<file path="src/core/gpio_pkg.sv">
// constants and types shared by the port 4 / port 5 i/o block
package gpio_pkg;
    localparam int unsigned IDX_W   = 16;
    localparam int unsigned ADDR_W  = 18;
    localparam int unsigned DATA_W  = 32;
    localparam int unsigned P4_W    = 4;
    localparam int unsigned P5_W    = 8;

    // register indices; byte address is four times the index
    localparam logic [15:0] IDX_P5_FUNC   = 16'hffcc;
    localparam logic [15:0] IDX_P5_LATCH  = 16'hffd8;
    localparam logic [15:0] IDX_P5_PULLUP = 16'hffe2;
    localparam logic [15:0] IDX_P5_DIR    = 16'hffe8;
    localparam logic [15:0] IDX_P4_LATCH  = 16'hffd7;
    localparam logic [15:0] IDX_P4_DIR    = 16'hffe7;
    localparam logic [15:0] IDX_SER_CTRL  = 16'hfff0;
    localparam logic [15:0] IDX_PWR_MODE  = 16'hfff1;
    localparam logic [15:0] IDX_LCD_SEL   = 16'hfff2;

    // reset values
    localparam logic [7:0] P5_FUNC_RST   = 8'h00;
    localparam logic [7:0] P5_LATCH_RST  = 8'h00;
    localparam logic [7:0] P5_PULLUP_RST = 8'h00;
    localparam logic [7:0] P5_DIR_RST    = 8'h00;
    localparam logic [7:0] P4_LATCH_RST  = 8'hf8;
    localparam logic [7:0] P4_DIR_RST    = 8'hf8;
    localparam logic [7:0] SER_CTRL_RST  = 8'h00;
    localparam logic [3:0] LCD_SEL_RST   = 4'h0;
    localparam logic [7:0] WO_READ_VALUE = 8'hff;

    // serial control register fields
    localparam int unsigned SC_TX_EN   = 0;
    localparam int unsigned SC_RX_EN   = 1;
    localparam int unsigned SC_EXT_CLK = 2;
    localparam int unsigned SC_CLK_OUT = 3;
    localparam int unsigned SC_SYNC    = 4;
    localparam int unsigned SC_IRQ_SEL = 5;

    localparam logic [1:0] RESP_OKAY   = 2'b00;
    localparam logic [1:0] RESP_SLVERR = 2'b10;

    typedef enum logic [2:0] {
        PM_ACTIVE, PM_SUBACTIVE, PM_SLEEP, PM_SUBSLEEP, PM_WATCH, PM_STANDBY
    } power_mode_t;
endpackage

</file>
<file path="src/core/reg_access_if.sv">
// register access carrier between bus slave and register file
`timescale 1ns/1ps
interface reg_access_if;
    logic        wr_en;
    logic [15:0] wr_idx;
    logic [7:0]  wr_data;
    logic [15:0] rd_idx;
    logic [7:0]  rd_data;
    logic        rd_hit;
    modport slave (output wr_en, wr_idx, wr_data, rd_idx, input rd_data, rd_hit);
    modport regs  (input wr_en, wr_idx, wr_data, rd_idx, output rd_data, rd_hit);
endinterface

</file>
<file path="src/core/pin_sync.sv">
// three-stage input synchroniser, output moves when stages two and three agree
`timescale 1ns/1ps
module pin_sync #(
    parameter int unsigned WIDTH = 8
) (
    input  wire logic             clock,
    input  wire logic             resetn,
    input  wire logic [WIDTH-1:0] async_in,
    output logic      [WIDTH-1:0] sync_out
);
    logic [WIDTH-1:0] s1_q, s2_q, s3_q, out_q;
    logic [WIDTH-1:0] out_d;

    always_comb begin
        out_d = out_q;
        for (int i = 0; i < WIDTH; i++) begin
            if (s2_q[i] == s3_q[i]) begin
                out_d[i] = s3_q[i];
            end
        end
    end

    always_ff @(posedge clock) begin
        if (!resetn) begin
            s1_q  <= '0;
            s2_q  <= '0;
            s3_q  <= '0;
            out_q <= '0;
        end else begin
            s1_q  <= async_in;
            s2_q  <= s1_q;
            s3_q  <= s2_q;
            out_q <= out_d;
        end
    end

    assign sync_out = out_q;
endmodule

</file>
<file path="src/core/axil_slave.sv">
// axi4-lite slave turning bus transfers into indexed byte register accesses
`timescale 1ns/1ps
module axil_slave
    import gpio_pkg::*;
(
    input  wire logic              clock,
    input  wire logic              resetn,
    // write address and data
    input  wire logic [ADDR_W-1:0] awaddr,
    input  wire logic              awvalid,
    output logic                   awready,
    input  wire logic [DATA_W-1:0] wdata,
    input  wire logic [3:0]        wstrb,
    input  wire logic              wvalid,
    output logic                   wready,
    // write response
    output logic [1:0]             bresp,
    output logic                   bvalid,
    input  wire logic              bready,
    // read
    input  wire logic [ADDR_W-1:0] araddr,
    input  wire logic              arvalid,
    output logic                   arready,
    output logic [DATA_W-1:0]      rdata,
    output logic [1:0]             rresp,
    output logic                   rvalid,
    input  wire logic              rready,
    // register side
    reg_access_if.slave            regs
);
    logic              aw_held_q, aw_held_d, w_held_q, w_held_d;
    logic [IDX_W-1:0]  aw_idx_q, aw_idx_d;
    logic [7:0]        w_byte_q, w_byte_d;
    logic              w_lane_q, w_lane_d;
    logic              bvalid_q, bvalid_d, rvalid_q, rvalid_d;
    logic [1:0]        bresp_q, bresp_d, rresp_q, rresp_d;
    logic [DATA_W-1:0] rdata_q, rdata_d;
    logic              do_write, take_read;
    logic              awready_q, wready_q, arready_q;

    assign do_write   = aw_held_q && w_held_q && !bvalid_q;
    assign take_read  = arvalid && !rvalid_q;
    assign regs.wr_en   = do_write && w_lane_q;
    assign regs.wr_idx  = aw_idx_q;
    assign regs.wr_data = w_byte_q;
    assign regs.rd_idx  = araddr[ADDR_W-1:2];

    always_comb begin
        aw_held_d = aw_held_q;
        aw_idx_d  = aw_idx_q;
        w_held_d  = w_held_q;
        w_byte_d  = w_byte_q;
        w_lane_d  = w_lane_q;
        bvalid_d  = bvalid_q;
        bresp_d   = bresp_q;
        rvalid_d  = rvalid_q;
        rresp_d   = rresp_q;
        rdata_d   = rdata_q;
        if (awvalid && !aw_held_q) begin
            aw_held_d = 1'b1;
            aw_idx_d  = awaddr[ADDR_W-1:2];
        end
        if (wvalid && !w_held_q) begin
            w_held_d = 1'b1;
            w_byte_d = wdata[7:0];
            w_lane_d = wstrb[0];
        end
        if (do_write) begin
            // write lookup uses its own decoder on the write port, not the read port
            aw_held_d = 1'b0;
            w_held_d  = 1'b0;
            bvalid_d  = 1'b1;
            bresp_d   = RESP_OKAY;
        end
        if (bvalid_q && bready) begin
            bvalid_d = 1'b0;
        end
        if (take_read) begin
            rvalid_d = 1'b1;
            rresp_d  = regs.rd_hit ? RESP_OKAY : RESP_SLVERR;
            rdata_d  = {24'h000000, regs.rd_data};
        end else if (rvalid_q && rready) begin
            rvalid_d = 1'b0;
        end
    end

    always_ff @(posedge clock) begin
        if (!resetn) begin
            aw_held_q <= 1'b0;
            aw_idx_q  <= '0;
            w_held_q  <= 1'b0;
            w_byte_q  <= 8'h00;
            w_lane_q  <= 1'b0;
            bvalid_q  <= 1'b0;
            bresp_q   <= RESP_OKAY;
            rvalid_q  <= 1'b0;
            rresp_q   <= RESP_OKAY;
            rdata_q   <= '0;
            awready_q <= 1'b1;
            wready_q  <= 1'b1;
            arready_q <= 1'b1;
        end else begin
            aw_held_q <= aw_held_d;
            aw_idx_q  <= aw_idx_d;
            w_held_q  <= w_held_d;
            w_byte_q  <= w_byte_d;
            w_lane_q  <= w_lane_d;
            bvalid_q  <= bvalid_d;
            bresp_q   <= bresp_d;
            rvalid_q  <= rvalid_d;
            rresp_q   <= rresp_d;
            rdata_q   <= rdata_d;
            // ready flags kept in flops so every bus output leaves a register
            awready_q <= !aw_held_d;
            wready_q  <= !w_held_d;
            arready_q <= !rvalid_d;
        end
    end

    assign awready = awready_q;
    assign wready  = wready_q;
    assign bvalid  = bvalid_q;
    assign bresp   = bresp_q;
    assign arready = arready_q;
    assign rvalid  = rvalid_q;
    assign rresp   = rresp_q;
    assign rdata   = rdata_q;
endmodule

</file>
<file path="src/core/port45_io.sv">
// port 4 and port 5 general-purpose i/o with serial and interrupt pin sharing
// What this block does
// - with transmit enabled, port 4 pin 2 carries serial transmit data whatever its direction.
// - with receive enabled, port 4 pin 1 feeds serial receive whatever its direction.
// - pin 0 is clock input on external clock, clock output on clock-out or sync mode, else i/o.
// - port 4 pins float in reset and standby, hold in sleep modes, work in active modes.
// - a port 5 data read returns the latch for every bit set as output.
// - a port 5 data read returns the live pin for every bit set as input.
// - the port 5 output latch clears to zero on reset.
// - a port 5 direction bit of one makes the pin an output, zero an input.
// - port 5 direction and data drive only pins left as general i/o by mode and lcd select.
// - all port 5 direction bits clear to zero on reset.
// - the port 5 direction register is write-only and reads back all ones.
// - a port 4 direction bit of one makes a general i/o pin an output, zero an input.
//
// Decided for this implementation: the AXI4-Lite slave port.
`timescale 1ns/1ps
module port45_io
    import gpio_pkg::*;
(
    // clock and reset
    input  wire logic              clock,
    input  wire logic              resetn,
    // axi4-lite register bus
    input  wire logic [ADDR_W-1:0] awaddr,
    input  wire logic              awvalid,
    output logic                   awready,
    input  wire logic [DATA_W-1:0] wdata,
    input  wire logic [3:0]        wstrb,
    input  wire logic              wvalid,
    output logic                   wready,
    output logic [1:0]             bresp,
    output logic                   bvalid,
    input  wire logic              bready,
    input  wire logic [ADDR_W-1:0] araddr,
    input  wire logic              arvalid,
    output logic                   arready,
    output logic [DATA_W-1:0]      rdata,
    output logic [1:0]             rresp,
    output logic                   rvalid,
    input  wire logic              rready,
    // port 4 pins
    input  wire logic [P4_W-1:0]   p4_pin_in,
    output logic      [P4_W-1:0]   p4_pin_out,
    output logic      [P4_W-1:0]   p4_pin_oe,
    // port 5 pins
    input  wire logic [P5_W-1:0]   p5_pin_in,
    output logic      [P5_W-1:0]   p5_pin_out,
    output logic      [P5_W-1:0]   p5_pin_oe,
    output logic      [P5_W-1:0]   p5_pullup_en,
    // on-chip serial interface and interrupt controller
    input  wire logic              ser_txd,
    input  wire logic              ser_sck_out,
    output logic                   ser_rxd,
    output logic                   ser_sck_in,
    output logic                   ext_irq_zero_n
);
    import gpio_pkg::*;

    reg_access_if bus ();
    logic [P4_W-1:0] p4_in;
    logic [P5_W-1:0] p5_in;

    axil_slave u_bus (
        .clock   (clock),
        .resetn  (resetn),
        .awaddr  (awaddr),
        .awvalid (awvalid),
        .awready (awready),
        .wdata   (wdata),
        .wstrb   (wstrb),
        .wvalid  (wvalid),
        .wready  (wready),
        .bresp   (bresp),
        .bvalid  (bvalid),
        .bready  (bready),
        .araddr  (araddr),
        .arvalid (arvalid),
        .arready (arready),
        .rdata   (rdata),
        .rresp   (rresp),
        .rvalid  (rvalid),
        .rready  (rready),
        .regs    (bus.slave)
    );

    pin_sync #(.WIDTH(P4_W)) u_sync4 (
        .clock    (clock),
        .resetn   (resetn),
        .async_in (p4_pin_in),
        .sync_out (p4_in)
    );

    pin_sync #(.WIDTH(P5_W)) u_sync5 (
        .clock    (clock),
        .resetn   (resetn),
        .async_in (p5_pin_in),
        .sync_out (p5_in)
    );

    // software-visible state
    logic [7:0]  p5_func_q, p5_func_d, p5_latch_q, p5_latch_d;
    logic [7:0]  p5_pullup_q, p5_pullup_d, p5_dir_q, p5_dir_d;
    logic [7:0]  p4_latch_q, p4_latch_d, p4_dir_q, p4_dir_d;
    logic [7:0]  ser_ctrl_q, ser_ctrl_d;
    logic [3:0]  lcd_sel_q, lcd_sel_d;
    power_mode_t pwr_q, pwr_d;

    // illegal mode codes fall back to active rather than freezing the pins
    function automatic power_mode_t mode_of(input logic [2:0] code);
        case (code)
            3'h1:    mode_of = PM_SUBACTIVE;
            3'h2:    mode_of = PM_SLEEP;
            3'h3:    mode_of = PM_SUBSLEEP;
            3'h4:    mode_of = PM_WATCH;
            3'h5:    mode_of = PM_STANDBY;
            default: mode_of = PM_ACTIVE;
        endcase
    endfunction

    always_comb begin
        p5_func_d   = p5_func_q;
        p5_latch_d  = p5_latch_q;
        p5_pullup_d = p5_pullup_q;
        p5_dir_d    = p5_dir_q;
        p4_latch_d  = p4_latch_q;
        p4_dir_d    = p4_dir_q;
        ser_ctrl_d  = ser_ctrl_q;
        lcd_sel_d   = lcd_sel_q;
        pwr_d       = pwr_q;
        if (bus.wr_en) begin
            case (bus.wr_idx)
                IDX_P5_FUNC:   p5_func_d   = bus.wr_data;
                IDX_P5_LATCH:  p5_latch_d  = bus.wr_data;
                IDX_P5_PULLUP: p5_pullup_d = bus.wr_data;
                IDX_P5_DIR:    p5_dir_d    = bus.wr_data;
                IDX_P4_LATCH:  p4_latch_d  = {P4_LATCH_RST[7:3], bus.wr_data[2:0]};
                IDX_P4_DIR:    p4_dir_d    = {P4_DIR_RST[7:3], bus.wr_data[2:0]};
                IDX_SER_CTRL:  ser_ctrl_d  = {2'b00, bus.wr_data[5:0]};
                IDX_PWR_MODE:  pwr_d       = mode_of(bus.wr_data[2:0]);
                IDX_LCD_SEL:   lcd_sel_d   = bus.wr_data[3:0];
                default:       ;
            endcase
        end
    end

    always_ff @(posedge clock) begin
        if (!resetn) begin
            p5_func_q   <= P5_FUNC_RST;
            p5_latch_q  <= P5_LATCH_RST;
            p5_pullup_q <= P5_PULLUP_RST;
            p5_dir_q    <= P5_DIR_RST;
            p4_latch_q  <= P4_LATCH_RST;
            p4_dir_q    <= P4_DIR_RST;
            ser_ctrl_q  <= SER_CTRL_RST;
            lcd_sel_q   <= LCD_SEL_RST;
            pwr_q       <= PM_ACTIVE;
        end else begin
            p5_func_q   <= p5_func_d;
            p5_latch_q  <= p5_latch_d;
            p5_pullup_q <= p5_pullup_d;
            p5_dir_q    <= p5_dir_d;
            p4_latch_q  <= p4_latch_d;
            p4_dir_q    <= p4_dir_d;
            ser_ctrl_q  <= ser_ctrl_d;
            lcd_sel_q   <= lcd_sel_d;
            pwr_q       <= pwr_d;
        end
    end

    // read side
    logic [7:0] p5_view, p4_view;
    assign p5_view = (p5_dir_q & p5_latch_q) | (~p5_dir_q & p5_in);
    assign p4_view = {4'hf, p4_in[3], (p4_dir_q[2:0] & p4_latch_q[2:0])
                      | (~p4_dir_q[2:0] & p4_in[2:0])};

    always_comb begin
        bus.rd_hit  = 1'b1;
        bus.rd_data = 8'h00;
        case (bus.rd_idx)
            IDX_P5_FUNC:   bus.rd_data = p5_func_q;
            IDX_P5_LATCH:  bus.rd_data = p5_view;
            IDX_P5_PULLUP: bus.rd_data = p5_pullup_q;
            IDX_P5_DIR:    bus.rd_data = WO_READ_VALUE;
            IDX_P4_LATCH:  bus.rd_data = p4_view;
            IDX_P4_DIR:    bus.rd_data = WO_READ_VALUE;
            IDX_SER_CTRL:  bus.rd_data = ser_ctrl_q;
            IDX_PWR_MODE:  bus.rd_data = {5'h00, pwr_q};
            IDX_LCD_SEL:   bus.rd_data = {4'h0, lcd_sel_q};
            default:       bus.rd_hit  = 1'b0;
        endcase
    end

    // pin function selection
    logic tx_en, rx_en, ext_clk, clk_out, sync_mode, irq_sel;
    assign tx_en     = ser_ctrl_q[SC_TX_EN];
    assign rx_en     = ser_ctrl_q[SC_RX_EN];
    assign ext_clk   = ser_ctrl_q[SC_EXT_CLK];
    assign clk_out   = ser_ctrl_q[SC_CLK_OUT];
    assign sync_mode = ser_ctrl_q[SC_SYNC];
    assign irq_sel   = ser_ctrl_q[SC_IRQ_SEL];

    logic [P4_W-1:0] p4_out_q, p4_out_d, p4_oe_q, p4_oe_d, f4_out, f4_oe;
    logic [P5_W-1:0] p5_out_q, p5_out_d, p5_oe_q, p5_oe_d, p5_pu_q, p5_pu_d;
    logic [P5_W-1:0] p5_general, p5_seg;
    logic            rxd_q, rxd_d, sck_in_q, sck_in_d, irq_q, irq_d;
    logic            frozen, floating;

    // upper segment group needs select bit 3, lower group bits 3 and 0
    assign p5_seg     = {{4{lcd_sel_q[3]}}, {4{lcd_sel_q[3] & lcd_sel_q[0]}}};
    assign p5_general = ~p5_func_q & ~p5_seg;
    assign frozen     = (pwr_q == PM_SLEEP) || (pwr_q == PM_SUBSLEEP) || (pwr_q == PM_WATCH);
    assign floating   = (pwr_q == PM_STANDBY);

    always_comb begin
        f4_out = {1'b0, p4_latch_q[2:0]};
        f4_oe  = {1'b0, p4_dir_q[2:0]};
        if (tx_en) begin
            f4_out[2] = ser_txd;
            f4_oe[2]  = 1'b1;
        end
        if (rx_en) begin
            f4_oe[1] = 1'b0;
        end
        if (ext_clk) begin
            f4_oe[0] = 1'b0;
        end else if (clk_out || sync_mode) begin
            f4_out[0] = ser_sck_out;
            f4_oe[0]  = 1'b1;
        end
        p4_out_d = f4_out;
        p4_oe_d  = f4_oe;
        p5_out_d = p5_latch_q;
        p5_oe_d  = p5_general & p5_dir_q;
        p5_pu_d  = ~p5_dir_q & p5_pullup_q;
        // sleep-class modes hold pins, standby floats them
        if (frozen) begin
            p4_out_d = p4_out_q;
            p4_oe_d  = p4_oe_q;
            p5_out_d = p5_out_q;
            p5_oe_d  = p5_oe_q;
        end else if (floating) begin
            p4_oe_d = '0;
            p5_oe_d = '0;
        end
        // idle levels keep the serial receiver and interrupt line quiet when unrouted
        rxd_d    = rx_en ? p4_in[1] : 1'b1;
        sck_in_d = ext_clk ? p4_in[0] : 1'b0;
        irq_d    = irq_sel ? p4_in[3] : 1'b1;
    end

    always_ff @(posedge clock) begin
        if (!resetn) begin
            p4_out_q <= '0;
            p4_oe_q  <= '0;
            p5_out_q <= '0;
            p5_oe_q  <= '0;
            p5_pu_q  <= '0;
            rxd_q    <= 1'b1;
            sck_in_q <= 1'b0;
            irq_q    <= 1'b1;
        end else begin
            p4_out_q <= p4_out_d;
            p4_oe_q  <= p4_oe_d;
            p5_out_q <= p5_out_d;
            p5_oe_q  <= p5_oe_d;
            p5_pu_q  <= p5_pu_d;
            rxd_q    <= rxd_d;
            sck_in_q <= sck_in_d;
            irq_q    <= irq_d;
        end
    end

    assign p4_pin_out     = p4_out_q;
    assign p4_pin_oe      = p4_oe_q;
    assign p5_pin_out     = p5_out_q;
    assign p5_pin_oe      = p5_oe_q;
    assign p5_pullup_en   = p5_pu_q;
    assign ser_rxd        = rxd_q;
    assign ser_sck_in     = sck_in_q;
    assign ext_irq_zero_n = irq_q;

    // checks
    logic run;
    assign run = (pwr_q == PM_ACTIVE) || (pwr_q == PM_SUBACTIVE);
endmodule

</file>
<file path="config.mk">
export PLATFORM = sky130hd
export DESIGN_NAME = port45_io
export DESIGN_NICKNAME = d
export VERILOG_FILES = /design/src/core/gpio_pkg.sv /design/src/core/reg_access_if.sv /design/src/core/pin_sync.sv /design/src/core/axil_slave.sv /design/src/core/port45_io.sv
export SDC_FILE = /design/constraint.sdc
export NUM_CORES = 1
export LEC_CHECK = 0
export ABC_AREA = 1
export BUFFER_PORTS_ARGS = -buffer_cell sky130_fd_sc_hd__buf_2
export CORE_UTILIZATION = 25
export CTS_BUF_LIST = sky130_fd_sc_hd__clkbuf_16
export DETAILED_ROUTE_END_ITERATION = 6
export GPL_ROUTABILITY_DRIVEN = 1
export PLACE_DENSITY = 0.52
export SETUP_SLACK_MARGIN = 0.05
export SLEW_MARGIN = 10
export SYNTH_ARGS = -nofsm -noshare
export SYNTH_HDL_FRONTEND = slang
export SYNTH_SLANG_ARGS = --single-unit
</file>
<file path="constraint.sdc">
create_clock -name clock -period 1.82 [get_ports clock]
set_input_delay 0.182 -clock clock [delete_from_list [all_inputs] [get_ports clock]]
set_output_delay 0.182 -clock clock [all_outputs]
set_load 0.02 [all_outputs]
</file>
Word level (Yosys, flattened, before mapping)
Cells that the tools add are included.
{"block": "word_totals", "regBits": 175, "output_inout_bits": 76, "wordCells": 153}
{"block": "classes", "n_eq_ne": 39, "n_mux": 19, "n_reduce_logical": 33, "n_bitwise": 15}
{"operator": "$eq 16x16->1 const B", "n": 18}
{"operator": "$pmux 8 s8", "n": 1}
{"operator": "$and 8x8->8", "n": 5}
{"operator": "$not 8->8", "n": 3}
{"operator": "$reduce_and 2->1", "n": 12}
{"operator": "$pmux 3 s5", "n": 1}
{"operator": "$mux 1", "n": 14}
{"operator": "$eq 1x1->1", "n": 12}
{"operator": "$eq 3x2->1 const B", "n": 4}
{"operator": "$eq 3x3->1 const B", "n": 4}
{"operator": "$reduce_or 9->1", "n": 1}
{"operator": "$logic_and 1x1->1", "n": 8}
{"operator": "$mux 8", "n": 1}
{"operator": "$or 8x8->8", "n": 1}
{"operator": "$logic_not 1->1", "n": 7}
{"operator": "$and 3x3->3", "n": 2}
{"operator": "$reduce_or 2->1", "n": 2}
{"operator": "$eq 3x1->1 const B", "n": 1}
{"operator": "$logic_or 1x1->1", "n": 3}
{"operator": "$mux 3", "n": 1}
{"operator": "$not 3->3", "n": 1}
{"operator": "$or 3x3->3", "n": 1}
{"operator": "$mux 2", "n": 1}
{"operator": "$and 1x1->1", "n": 1}
{"operator": "$not 1->1", "n": 1}

Depth between registers and ports, before layout
Gate-level depths: netlist of the first run.
{"block": "logic_depth", "depth_word": 5, "mapped_depth": 11, "ltp_nobuf": 10}

Modules after synthesis
A second synthesis of the first run with hierarchy kept.
{"block": "unflattened", "cells_unflattened": 1091, "area_unflattened_um2": 7758.7}
{"mod": "port45_io", "area_per_inst_um2": 4281.6, "cells_each": 640, "instances": 1}
{"mod": "axil_slave", "area_per_inst_um2": 2020.7, "cells_each": 291, "instances": 1}
{"mod": "pin_sync at u_sync5", "area_per_inst_um2": 979.7, "cells_each": 107, "instances": 1}
{"mod": "pin_sync at u_sync4", "area_per_inst_um2": 476.7, "cells_each": 53, "instances": 1}

Worst setup path before layout of the first run
OpenSTA, ideal clock, no wires.
{"block": "synth_timing", "path_kind": "reg2reg", "from": "register u_bus.bvalid_q (netlist: u_bus.bvalid)", "to": "register p5_dir_q[6]", "slack_ps": 423, "required_ps": 1701, "arrival_ps": 1278, "stages_incl_launch_ff": 8, "setup_time_ps": 119, "path_cell_list": "dfxtp_1 -> nor2_4 -> nand3_4 -> nor3_4 -> nand3_2 -> buf_2 -> o21ai_1 -> a21oi_1"}
{"block": "synth_via", "elab_chain_len": 4}
{"element": "start, declared", "line_no": "axil_slave.sv:35", "source": "logic bvalid_q, bvalid_d, rvalid_q, rvalid_d;"}
{"element": "start signal, assigned", "line_no": "axil_slave.sv:108", "source": "bvalid_q <= bvalid_d;"}
{"element": "$logic_not 1->1", "line_no": "axil_slave.sv:41", "source": "assign do_write = aw_held_q && w_held_q && !bvalid_q;"}
{"element": "$logic_and 1x1->1", "line_no": "axil_slave.sv:41"}
{"element": "$logic_and 1x1->1", "line_no": "axil_slave.sv:43", "source": "assign regs.wr_en = do_write && w_lane_q;"}
{"element": "$reduce_and 2->1 (no line)"}
{"element": "end signal, assigned", "line_no": "port45_io.sv:162", "source": "p5_dir_q <= p5_dir_d;"}
{"element": "end, declared", "line_no": "port45_io.sv:103", "source": "logic [7:0] p5_pullup_q, p5_pullup_d, p5_dir_q, p5_dir_d;"}
Every way passes these cells.
A chain may end at the register's enable or synchronous reset.

Worst setup path after layout of the first run
{"block": "layout_timing", "from": "register pwr_q[2]", "to": "register p5_oe_q[0] (netlist: p5_pin_oe[0])"}
{"block": "layout_via", "elab_chain_len": 3, "elab_cells_between_ends": 7, "cone_classes": "eq/ne: 4; mux: 1; reduce/logical: 2"}
{"element": "start, declared", "line_no": "port45_io.sv:107", "source": "power_mode_t pwr_q, pwr_d;"}
{"element": "start signal, assigned", "line_no": "port45_io.sv:167", "source": "pwr_q <= pwr_d;"}
{"element": "$eq 3x2->1", "line_no": "port45_io.sv:212", "source": "assign frozen = (pwr_q == PM_SLEEP) || (pwr_q == PM_SUBSLEEP) || (pwr_q == PM_WATCH);"}
{"element": "$logic_or 1x1->1 (2 in series)", "line_no": "port45_io.sv:212"}
{"element": "end signal, assigned", "line_no": "port45_io.sv:266", "source": "p5_oe_q <= p5_oe_d;"}
{"element": "end, declared", "line_no": "port45_io.sv:204", "source": "logic [P5_W-1:0] p5_out_q, p5_out_d, p5_oe_q, p5_oe_d, p5_pu_q, p5_pu_d;"}
Parallel ways exist; a longest one is shown, timed or not.

==> run_results.csv, run 1 <==
group,metric,value,unit
status,outcome,"completed",
layout,drive_above_1_share,18.1,%
pwr,vdd_drop_max,524,uV
clock_network,clock_latency,440,ps
floorplanning,coreArea,27800,um2
layout,fill_cells,3078,
pwr,comb_power_share,6.3,%
sta,drv_slew,0,
clock_network,root_buffer,"clkbuf_16",
synthesis,synth_edf_count,0,
run,maxCapViolations,0,
place,dpl_worst_slack,83.8,ps
drt,dr.pass1.iters,5,
critical_path,ff2ff_path_depth,7,
synthesis,synthDistinctLibCells,36,
drt,route.vias.total,6222,
critical_path,worst-path-stages,7,
synthesis,synth-seq-cells,173,
global_route,grtUsageTotal,13.6,%
sta,setup_ws,238,ps
synthesis,yosysWarnings,0,
layout,nets,1160,
layout,diodes,0,
sta,finalHoldViolations,0,
drt,totalWireLength,19.5,mm
layout,area_growth,25.3,%
synthesis,synth_top_area_share,49.0,%
critical_path,cp-end-kind,"register",
pwr,p_leak,3.98,nW
layout,finalInstanceArea,8860,um2
drt,antenna_left,0,
sta,setup_viol,0,
layout,layout_commonest_cell,"dfxtp_1",
global_route,grt_overflow,0,
layout,multi_input_area,2900,um2
critical_path,critical_path.slowest_cell,"dfxtp_1",
synthesis,synthTopCellsByArea,"dfxtp_1 (49%), nand2_1 (7.1%), o21ai_0 (7.0%), a21oi_1 (6.7%), inv_1 (5.8%)",
sta,tns,0,ps
synthesis,synth_top_flop_cell,"dfxtp_1",
clock_network,cts_buffers,17,
global_route,antenna_found_initial,0,
critical_path,crit_family,"buffers and inverters",
critical_path,crit_type,"register to register",
floorplanning,rows,61,
clock_network,path_clk_slew,70,ps
drt,via_per_inst,4.27,
drt,routedWlPerCell,13.4,um
clock_network,htreeDepth,4,
sta,worst_slew_pin_slew,694,ps
sta,skew,10.5,ps
floorplanning,die_w,170,um
synthesis,synthCells,936,
hold_path,holdPathStages,3,
global_route,grt_max_degree,141,
sta,period_minus_slack,1580,ps
place,dp_hpwl,13.8,mm
critical_path,startpoint_type,"register",
critical_path,crit_chain,"inv_1, o21ai_0, o21ai_2, inv_1, buf_4, nand2_1, a21oi_1",
pwr,power.switching,0.00220,W
floorplanning,die_area,29000,um2
synthesis,synth-seq-area-share,49.0,%
clock_network,cts_tree,"built",
drt,drtIter0Drc,470,
clock_network,cts_buffer_depth,2,
global_route,grt_pass1_wl,30.0,mm
critical_path,cp.arrival,1950,ps
hold_path,min-delay-path-class,"primary input to register",
clock_network,cts.sinks,173,
pwr,p_per_area,946,nW/um2
place,place_congestion,0.824,
critical_path,cpMostUsedCell,"inv_1",
pwr,swShare,26.2,%
synthesis,synthArstFlopShare,0,%
sta,timing.slew.headroom,53.7,%
synthesis,synth.cell_area,7070,um2
critical_path,path_buf_inv,3,
floorplanning,start_util,25.5,%
sta,rsz0062_at_grt,"false",
sta,max_freq,632,MHz
pwr,power_frac_clock,46.3,%
critical_path,cp_slowest_stage_delay,390,ps
layout,ff_latch_area,3460,um2
sta,fin_crit_sh,86.9,%
layout,layout_common_cells,"dfxtp_1 (173), nand2_1 (133), inv_1 (109)",
floorplanning,die_h,170,um
floorplanning,num_io_pins,169,
synthesis,yosysTopAreaCell,"dfxtp_1",
synthesis,syn_area_per_cell,7.55,um2
global_route,grt_pass1_vias,5654,
drt,drc,0,
place,portBuffers,108,
pwr,pwr-share-seq,47.3,%
critical_path,crit_required,2190,ps
critical_path,cp_max_fo,10,
place,place_area,7930,um2
pwr,p_int,0.00618,W
-- path summary, 6_finish.rpt --
path                                   start  slack [ps]                                 end
setup reg to reg       pwr_q[2]$_SDFFE_PN0P_         240           p5_pin_oe[0]$_SDFFE_PN0N_
hold / removal                      wdata[6]           9  u_bus.regs.wr_data[6]$_SDFFE_PN0P_
setup / recovery       pwr_q[2]$_SDFFE_PN0P_         240           p5_pin_oe[0]$_SDFFE_PN0N_
hold reg to reg   u_sync5.s1_q[2]$_SDFF_PN0_         410          u_sync5.s2_q[2]$_SDFF_PN0_
-- metal layers --
metal	wire [um]	track usage (%)
met2	8360	20.6
met4	396	5.13
met1	9620	18.7
met3	1090	3.23
met5	0	0
-- state kept, by name, summed over array words and instances (netlist names), 6 cells and up --
signal,cells
u_bus.regs.wr_idx,16
p5_dir_q,8
p5_func_q,8
p5_latch_q,8
p5_pin_oe,8
p5_pin_out,8
p5_pullup_en,8
p5_pullup_q,8
u_bus.rdata,8
u_bus.regs.wr_data,8
u_sync5.s1_q,8
u_sync5.s2_q,8
u_sync5.s3_q,8
u_sync5.sync_out,8
ser_ctrl_q,6
-- cells in the mapped netlist, types with 2 or more instances --
cell,count
a21oi_1,94
nand3_1,56
a31oi_1,3
nor3_4,4
nor2_1,109
buf_6,2
inv_2,6
nand3_2,5
nand4_1,2
mux2i_1,2
clkbuf_1,24
buf_2,9
buf_4,31
nor2_2,9
nor2_4,3
inv_1,110
o21ai_0,99
nand2_2,2
nand2_1,133
nor3_1,29
dfxtp_1,173
o21ai_1,16
a211oi_1,2
-- layout make-up --
class / instances / area share (%)
well taps: 378 / 5.34
inverters: 116 / 4.96
repair buffers: 150 / 10.8
multi-input cells: 608 / 32.7
flip-flops and latches: 173 / 39.1
clock inverters: 15 / 2.20
repair inverters: 1 / 0.0848
clock buffers: 17 / 4.80
-- tightest hold or removal path, delay by kind of cell --
family                 cells  cell delay (ps)
and+or+nand+nor            2              120
buffers and inverters      1              100
-- power groups by stage --
stage | sequential [W] | combinational, W | clock [W]
floorplan | 0.00403 | 0.000362 | 0
global placement | 0.00405 | 0.000474 | 0
detailed placement | 0.00405 | 0.000479 | 0
CTS | 0.00397 | 0.000526 | 0.00397
global route | 0.00398 | 0.000599 | 0.00413
finish | 0.00397 | 0.000531 | 0.00388
-- through the flow --
stage	hold WS, ps	instances	total power [W]	utilization (%)
2_1_floorplan	280	964	0.00439	-
3_3_place_gp	370	1397	0.00453	28.5
3_5_place_dp	367	1397	0.00453	28.5
4_1_cts	8.60	1457	0.00847	31.8
5_1_grt	14.8	1458	0.00871	31.9
6_report	9.05	1458	0.00838	31.9
-- kinds of logic (layout without fill, tap and decap cells) --
family / Yosys count / after routing / share of synthesized area, %
AND/OR/NAND/NOR: 360 / 360 / 23.3
AO/OA/AOI/OAI: 216 / 216 / 15.5
buffers and inverters: 183 / 299 / 11.7
multiplexers: 2 / 2 / 0.283
other: 1 / 29 / 0.0530
adder cells (fa/ha/maj): 1 / 1 / 0.142
flip-flops: 173 / 173 / 49.0
-- timing repair --
item                                    4_1_cts  5_1_grt
buffers inserted                              0        0
hold endpoints to repair                     28        0
gates resized for setup                       0        6
endpoints found under the setup margin        0       21
hold buffers                                 28        0
Note: power is estimated with default switching activity, not from simulation.
==> run 2: changes to the inputs <==
--- a/config.mk
+++ b/config.mk
@@ -5,7 +5,7 @@
 export SDC_FILE = /design/constraint.sdc
 export NUM_CORES = 1
 export LEC_CHECK = 0
-export ABC_AREA = 1
+export ABC_AREA = 0
 export BUFFER_PORTS_ARGS = -buffer_cell sky130_fd_sc_hd__buf_2
 export CORE_UTILIZATION = 25
 export CTS_BUF_LIST = sky130_fd_sc_hd__clkbuf_16
==> run_results.csv, run 2 <==
group,metric,value,unit
status,outcome,"finished with violations",
status,violations,"negative setup slack",
synthesis,synth_simple_gate_area_share,23.4,%
hold_path,min-delay-path-class,"primary input to register",
clock_network,root_buffer,"clkbuf_16",
synthesis,synth_edf_count,0,
synthesis,synth_top_flop_cell,"dfxtp_1",
layout,largest_reg_flops,16,
clock_network,htreeDepth,4,
drt,via_per_inst,4.21,
synthesis,synth_compound_area_share,12.7,%
pwr,vdd_drop_max,600,uV
synthesis,synthCells,720,
synthesis,synth.cell_area,7140,um2
place,dp_cells,1203,
floorplanning,coreArea,27900,um2
synthesis,synth-xor-area-share,0.123,%
sta,drv_slew,0,
critical_path,critical_path.slowest_cell,"or3b_4",
floorplanning,start_util,25.5,%
synthesis,muxShareOfSynthArea,9.08,%
pwr,p_per_area,882,nW/um2
layout,layout_common_cells,"dfxtp_1 (167), buf_2 (107), nand2_1 (105)",
synthesis,synthDistinctLibCells,53,
run,maxCapViolations,0,
sta,timing.slew.headroom,59.6,%
clock_network,cts_buffer_depth,2,
synthesis,synthTopCellsByCount,"dfxtp_1 (173), nand2_1 (105), nor2b_1 (63)",
global_route,grtUsageTotal,12.3,%
clock_network,cts.sinks,173,
place,dpl_worst_slack,-32.4,ps
critical_path,crit_type,"register to register",
synthesis,synth_top_family_by_area,"simple AND/OR/NAND/NOR gates",
drt,routedWlPerCell,13.9,um
layout,drive_above_1_share,24.5,%
global_route,grt_pass1_vias,5005,
drt,drc,0,
synthesis,yosysMostFrequentCell,"dfxtp_1",
sta,fin_crit_sh,102,%
synthesis,yosysWarnings,0,
synthesis,synthTopCellsByArea,"dfxtp_1 (49%), mux2i_1 (6.9%), nor2b_1 (5.5%), nand2_1 (5.5%), a21boi_0 (5.2%)",
layout,fill_cells,2958,
synthesis,syn_area_per_cell,9.91,um2
layout,area_growth,26.6,%
drt,drtIter0Drc,331,
sta,rsz0062_at_grt,"true",
synthesis,yosysTopAreaCell,"dfxtp_1",
synthesis,synth-seq-cells,173,
clock_network,path_clk_slew,70,ps
sta,worst_slew_pin_slew,606,ps
critical_path,cp_max_fo,8,
critical_path,crit_chain,"or3b_4, or3b_4, nor3b_4, buf_6, mux2i_2, nor2b_1",
critical_path,cp_slowest_stage_delay,390,ps
critical_path,path_buf_inv,1,
global_route,antenna_found_initial,2,
place,place_congestion,0.748,
sta,period_minus_slack,1860,ps
pwr,p_leak,3.70,nW
layout,final_cells,1260,
floorplanning,die_w,171,um
layout,nets,961,
floorplanning,rows,61,
synthesis,synth_top_area_share,48.5,%
synthesis,synthAdderAreaFrac,0,%
critical_path,cp.arrival,2170,ps
clock_network,cts_buffers,17,
sta,setup_viol,8,
drt,totalWireLength,17.5,mm
floorplanning,die_h,171,um
critical_path,cpMostUsedCell,"or3b_4",
synthesis,synthArstFlopShare,0,%
place,portBuffers,108,
critical_path,crit_family,"simple AND/OR/NAND/NOR gates",
global_route,grt_pass1_wl,27.2,mm
place,dp_hpwl,12.7,mm
sta,skew,9.46,ps
drt,route.vias.total,5306,
clock_network,clock_latency,430,ps
sta,finalHoldViolations,0,
floorplanning,num_io_pins,169,
sta,tns,-119,ps
synthesis,synth-seq-area-share,48.5,%
sta,max_freq,538,MHz
global_route,grt_max_degree,106,
global_route,grt_overflow,0,
critical_path,cp-end-kind,"register",
critical_path,crit_required,2140,ps
critical_path,startpoint_type,"register",
drt,dr.pass1.iters,6,
clock_network,cts_tree,"built",
sta,setup_ws,-37.4,ps
layout,layout_commonest_cell,"dfxtp_1",
drt,antenna_left,0,
floorplanning,die_area,29200,um2
-- run 2: cell count changes after synthesis, moves of 49 or more --
| cell | before | now |
|---|---|---|
| o21ai_0 | 99 | 15 |
| nor2_1 | 109 | 17 |
| nand3_1 | 56 | 6 |
| inv_1 | 110 | 13 |
| a21oi_1 | 94 | 6 |
| nor2b_1 | 0 | 63 |
| a21boi_0 | 0 | 49 |
-- run 2: worst min-delay path, stage by stage --
cell and delay, ps:
buf_2 100, nand2_1 50, a21boi_0 60
-- run 2: logic make-up after synthesis --
| family | count (synthesis) |
|---|---|
| AND/OR/NAND/NOR | 286 |
| other | 1 |
| XOR/XNOR | 1 |
| flip-flops | 173 |
| AO/OA/AOI/OAI | 115 |
| buffers and inverters | 81 |
| multiplexers | 63 |
-- run 2: repair_timing --
item | in CTS | in global routing
setup buffers | 0 | 2
endpoints found under the setup margin | 20 | 36
endpoints found under the hold margin | 22 | 0
hold buffers | 22 | 0
pin swaps | 4 | 2
gates resized for setup | 7 | 9
-- run 2: routing by layer --
layer	part of all wire [%]	up-vias	global-route usage, %
met5	0.046	-	0
met3	5.6	17	3.56
li1	-	2730	-
met4	1.2	2	3.96
met2	44	116	19.1
met1	49	2441	16.2
-- run 2: stage by stage --
stage / utilization (%) / hold WS (ps) / cell area, um2 / total power, W
2_1_floorplan: - / 309 / 7240 / 0.00432
5_1_grt: 32.3 / 15.3 / 9030 / 0.00828
6_report: 32.3 / 11.7 / 9030 / 0.00797
3_5_place_dp: 29.3 / 392 / 8190 / 0.00447
4_1_cts: 32.2 / 0.940 / 8990 / 0.00808
3_3_place_gp: 29.3 / 392 / 8190 / 0.00446
-- run 2: report_power, final --
part	switching, W	total [W]	internal, W
clock network	0.00165	0.00356	0.00191
registers	0.0000587	0.00393	0.00387
logic	0.000267	0.000486	0.000218
total	0.00197	0.00797	0.00600
-- run 2: final cells by class --
type	instances	area, um2	share of cell area (%)
Sequential cell	173	3470	38.4
Multi-Input combinational cell	494	3350	37.1
Timing Repair Buffer	169	1120	12.4
Tap cell	378	473	5.24
Clock buffer	17	425	4.71
Clock inverter	15	139	1.54
Inverter	13	48.8	0.540
Antenna cell	1	2.50	0.0277
-- run 2: worst paths after layout --
kind                                                            to  cells after the start  slack (ps)                         startpoint
worst min-delay path            u_bus.regs.wr_idx[10]$_SDFFE_PN0P_                      3          10                         awaddr[12]
worst min register to register          u_sync5.s2_q[7]$_SDFF_PN0_                      1         430         u_sync5.s1_q[7]$_SDFF_PN0_
worst max register to register            p5_dir_q[1]$_SDFFE_PN0P_                      6         -40  u_bus.regs.wr_idx[1]$_SDFFE_PN0P_
worst max-delay path                      p5_dir_q[1]$_SDFFE_PN0P_                      6         -40  u_bus.regs.wr_idx[1]$_SDFFE_PN0P_
==> run 3: changes to the inputs <==
--- a/config.mk
+++ b/config.mk
@@ -11,6 +11,7 @@
 export CTS_BUF_LIST = sky130_fd_sc_hd__clkbuf_16
 export DETAILED_ROUTE_END_ITERATION = 6
 export GPL_ROUTABILITY_DRIVEN = 1
+export MAX_ROUTING_LAYER = met4
 export PLACE_DENSITY = 0.52
 export SETUP_SLACK_MARGIN = 0.05
 export SLEW_MARGIN = 10
==> constraint.sdc (replaced) <==
create_clock -name clock -period 1.82 [get_ports clock]
set_input_delay 0.273 -clock clock [delete_from_list [all_inputs] [get_ports clock]]
set_output_delay 0.273 -clock clock [all_outputs]
set_load 0.02 [all_outputs]
==> run_results.csv, run 3 (synthesized netlist as in run 2, its figures left out) <==
group,metric,value,unit
status,outcome,"completed",
drt,drtIter0Drc,304,
layout,largest_reg_flops,16,
pwr,p_per_area,903,nW/um2
hold_path,min_to,"u_sync4.s1_q[3]$_SDFF_PN0_",
clock_network,ctsHoldBuffers,0,
layout,diodes,0,
sta,timing.slew.headroom,52.7,%
layout,area_growth,23.1,%
drt,totalWireLength,17.5,mm
global_route,grt_pass1_vias,4995,
global_route,grt_pass1_wl,27.3,mm
pwr,p_int,0.00607,W
global_route,antenna_found_initial,0,
critical_path,crit_required,2130,ps
layout,fill_cells,2987,
place,dp_cells,1204,
layout,layout_commonest_cell,"dfxtp_1",
critical_path,cp.arrival,2130,ps
sta,worst_slew_pin_slew,702,ps
floorplanning,rows,61,
sta,skew,9.45,ps
layout,ff_latch_area,3470,um2
layout,multi_input_area,3340,um2
clock_network,cts.sinks,173,
pwr,power.switching,0.00186,W
clock_network,cts_buffer_depth,2,
critical_path,r2r_end,"p5_dir_q[3]$_SDFFE_PN0P_",
floorplanning,num_io_pins,169,
clock_network,path_clk_slew,70,ps
critical_path,r2r_start,"u_bus.regs.wr_idx[1]$_SDFFE_PN0P_",
place,dp_hpwl,12.9,mm
layout,finalInstanceArea,8790,um2
layout,layout_common_cells,"dfxtp_1 (168), buf_2 (107), nand2_1 (105)",
sta,period_minus_slack,1810,ps
critical_path,regToRegSetupSlack,5,ps
critical_path,cp-end-kind,"register",
pwr,pwr-share-seq,49.5,%
drt,drc,0,
layout,nets,939,
floorplanning,coreArea,27900,um2
critical_path,crit_type,"register to register",
pwr,power_frac_clock,44.9,%
drt,routedWlPerCell,14.1,um
run,maxCapViolations,0,
drt,route.vias.total,5240,
clock_network,clock_latency,420,ps
sta,setup_viol,0,
critical_path,startpoint_type,"register",
pwr,swShare,23.5,%
layout,final_cells,1237,
layout,drive_above_1_share,24.7,%
floorplanning,die_area,29200,um2
floorplanning,die_w,171,um
clock_network,htreeDepth,4,
sta,rsz0062_at_grt,"true",
hold_path,holdPathStages,2,
sta,drv_slew,0,
pwr,comb_power_share,5.7,%
sta,max_freq,551,MHz
clock_network,cts_buffers,17,
pwr,p_leak,3.60,nW
place,place_congestion,0.756,
critical_path,ff2ff_path_depth,6,
critical_path,cp_max_fo,8,
drt,via_per_inst,4.24,
floorplanning,die_h,171,um
pwr,vdd_drop_max,614,uV
global_route,grtUsageTotal,12.7,%
sta,fin_crit_sh,99.7,%
clock_network,cts_tree,"built",
global_route,grt_overflow,0,
global_route,grt_max_degree,97,
clock_network,root_buffer,"clkbuf_16",
place,portBuffers,108,
drt,dr.pass1.iters,5,
hold_path,min-delay-path-class,"primary input to register",
place,place_area,8190,um2
hold_path,min_from,"p4_pin_in[3]",
drt,antenna_left,0,
sta,finalHoldViolations,0,
floorplanning,start_util,25.5,%
## run 3: cell types whose count changed in the layout (fill, tap and decap cells not counted), moves of 2 or more
cell and delta:
buf_4 +3, buf_6 -2, clkinv_1 +2, dlygate4sd3_1 -22
inv_8 -2
## run 3: routing by layer
metal / GRT usage, % / share of wire (%) / vias up
li1: - / - / 2674
met4: 4.19 / 1.2 / 0
met2: 19.5 / 46 / 110
met3: 3.40 / 5.0 / 13
met1: 16.1 / 48 / 2443
met5: - / 0 / -
## run 3: worst max-delay path, cell delays in order (launching register included)
cell and delay [ps]:
dfxtp_2 320, or3b_4 390, or3b_4 380, nor3b_2 190, buf_6 180, mux2i_1 200
nor2b_1 60
## run 3: timing repair
item	CTS	global route
buffers inserted	0	1
endpoints found under the hold margin	0	0
setup endpoints to repair	13	34
gates resized for setup	7	4
pin swaps	3	3
cloned	0	0
## run 3: stage by stage
step	TNS (ps)	worst slack, ps	util (%)	power, W	hold WS (ps)
finish	0	5.35	31.5	0.00793	51.5
floorplan	0	67.9	-	0.00432	396
detailed placement	-659	-103	29.3	0.00446	418
global route	-541	-88.1	31.5	0.00825	35.9
CTS	-67.6	-19.9	31.4	0.00805	28.4
global placement	-432	-45.9	29.3	0.00446	415
## run 3: power by group through the flow
stage	Clock (W)	Sequential, W	Combinational, W
2_1_floorplan	0	0.00400	0.000317
3_3_place_gp	0	0.00401	0.000452
3_5_place_dp	0	0.00401	0.000455
4_1_cts	0.00367	0.00392	0.000457
5_1_grt	0.00382	0.00393	0.000498
6_report	0.00356	0.00392	0.000449
## run 3: worst max path at each step
stage | startpoint | endpoint | slack [ps] | depth (start not counted)
after floorplan | u_bus.regs.wr_idx[0]$_SDFFE_PN0P_ | p5_dir_q[3]$_SDFFE_PN0P_ | 70 | 6
after global placement | araddr[2] | u_bus.rdata[2]$_SDFFE_PN0P_ | -50 | 7
after detailed placement | araddr[2] | u_bus.rdata[0]$_SDFFE_PN0P_ | -100 | 7
after CTS | u_bus.regs.wr_idx[1]$_SDFFE_PN0P_ | p5_dir_q[6]$_SDFFE_PN0P_ | -20 | 6
after global routing | u_bus.regs.wr_idx[1]$_SDFFE_PN0P_ | p5_dir_q[0]$_SDFFE_PN0P_ | -90 | 6
final | u_bus.regs.wr_idx[1]$_SDFFE_PN0P_ | p5_dir_q[3]$_SDFFE_PN0P_ | 5 | 6
## run 3: area by class of cell
class / count / share of cell area (%)
clock inverter: 15 / 1.65
tap: 378 / 5.38
multi-input combinational: 494 / 38.1
sequential: 173 / 39.5
clock buffer: 17 / 4.84
inverter: 13 / 0.555
timing repair buffer: 147 / 10.0
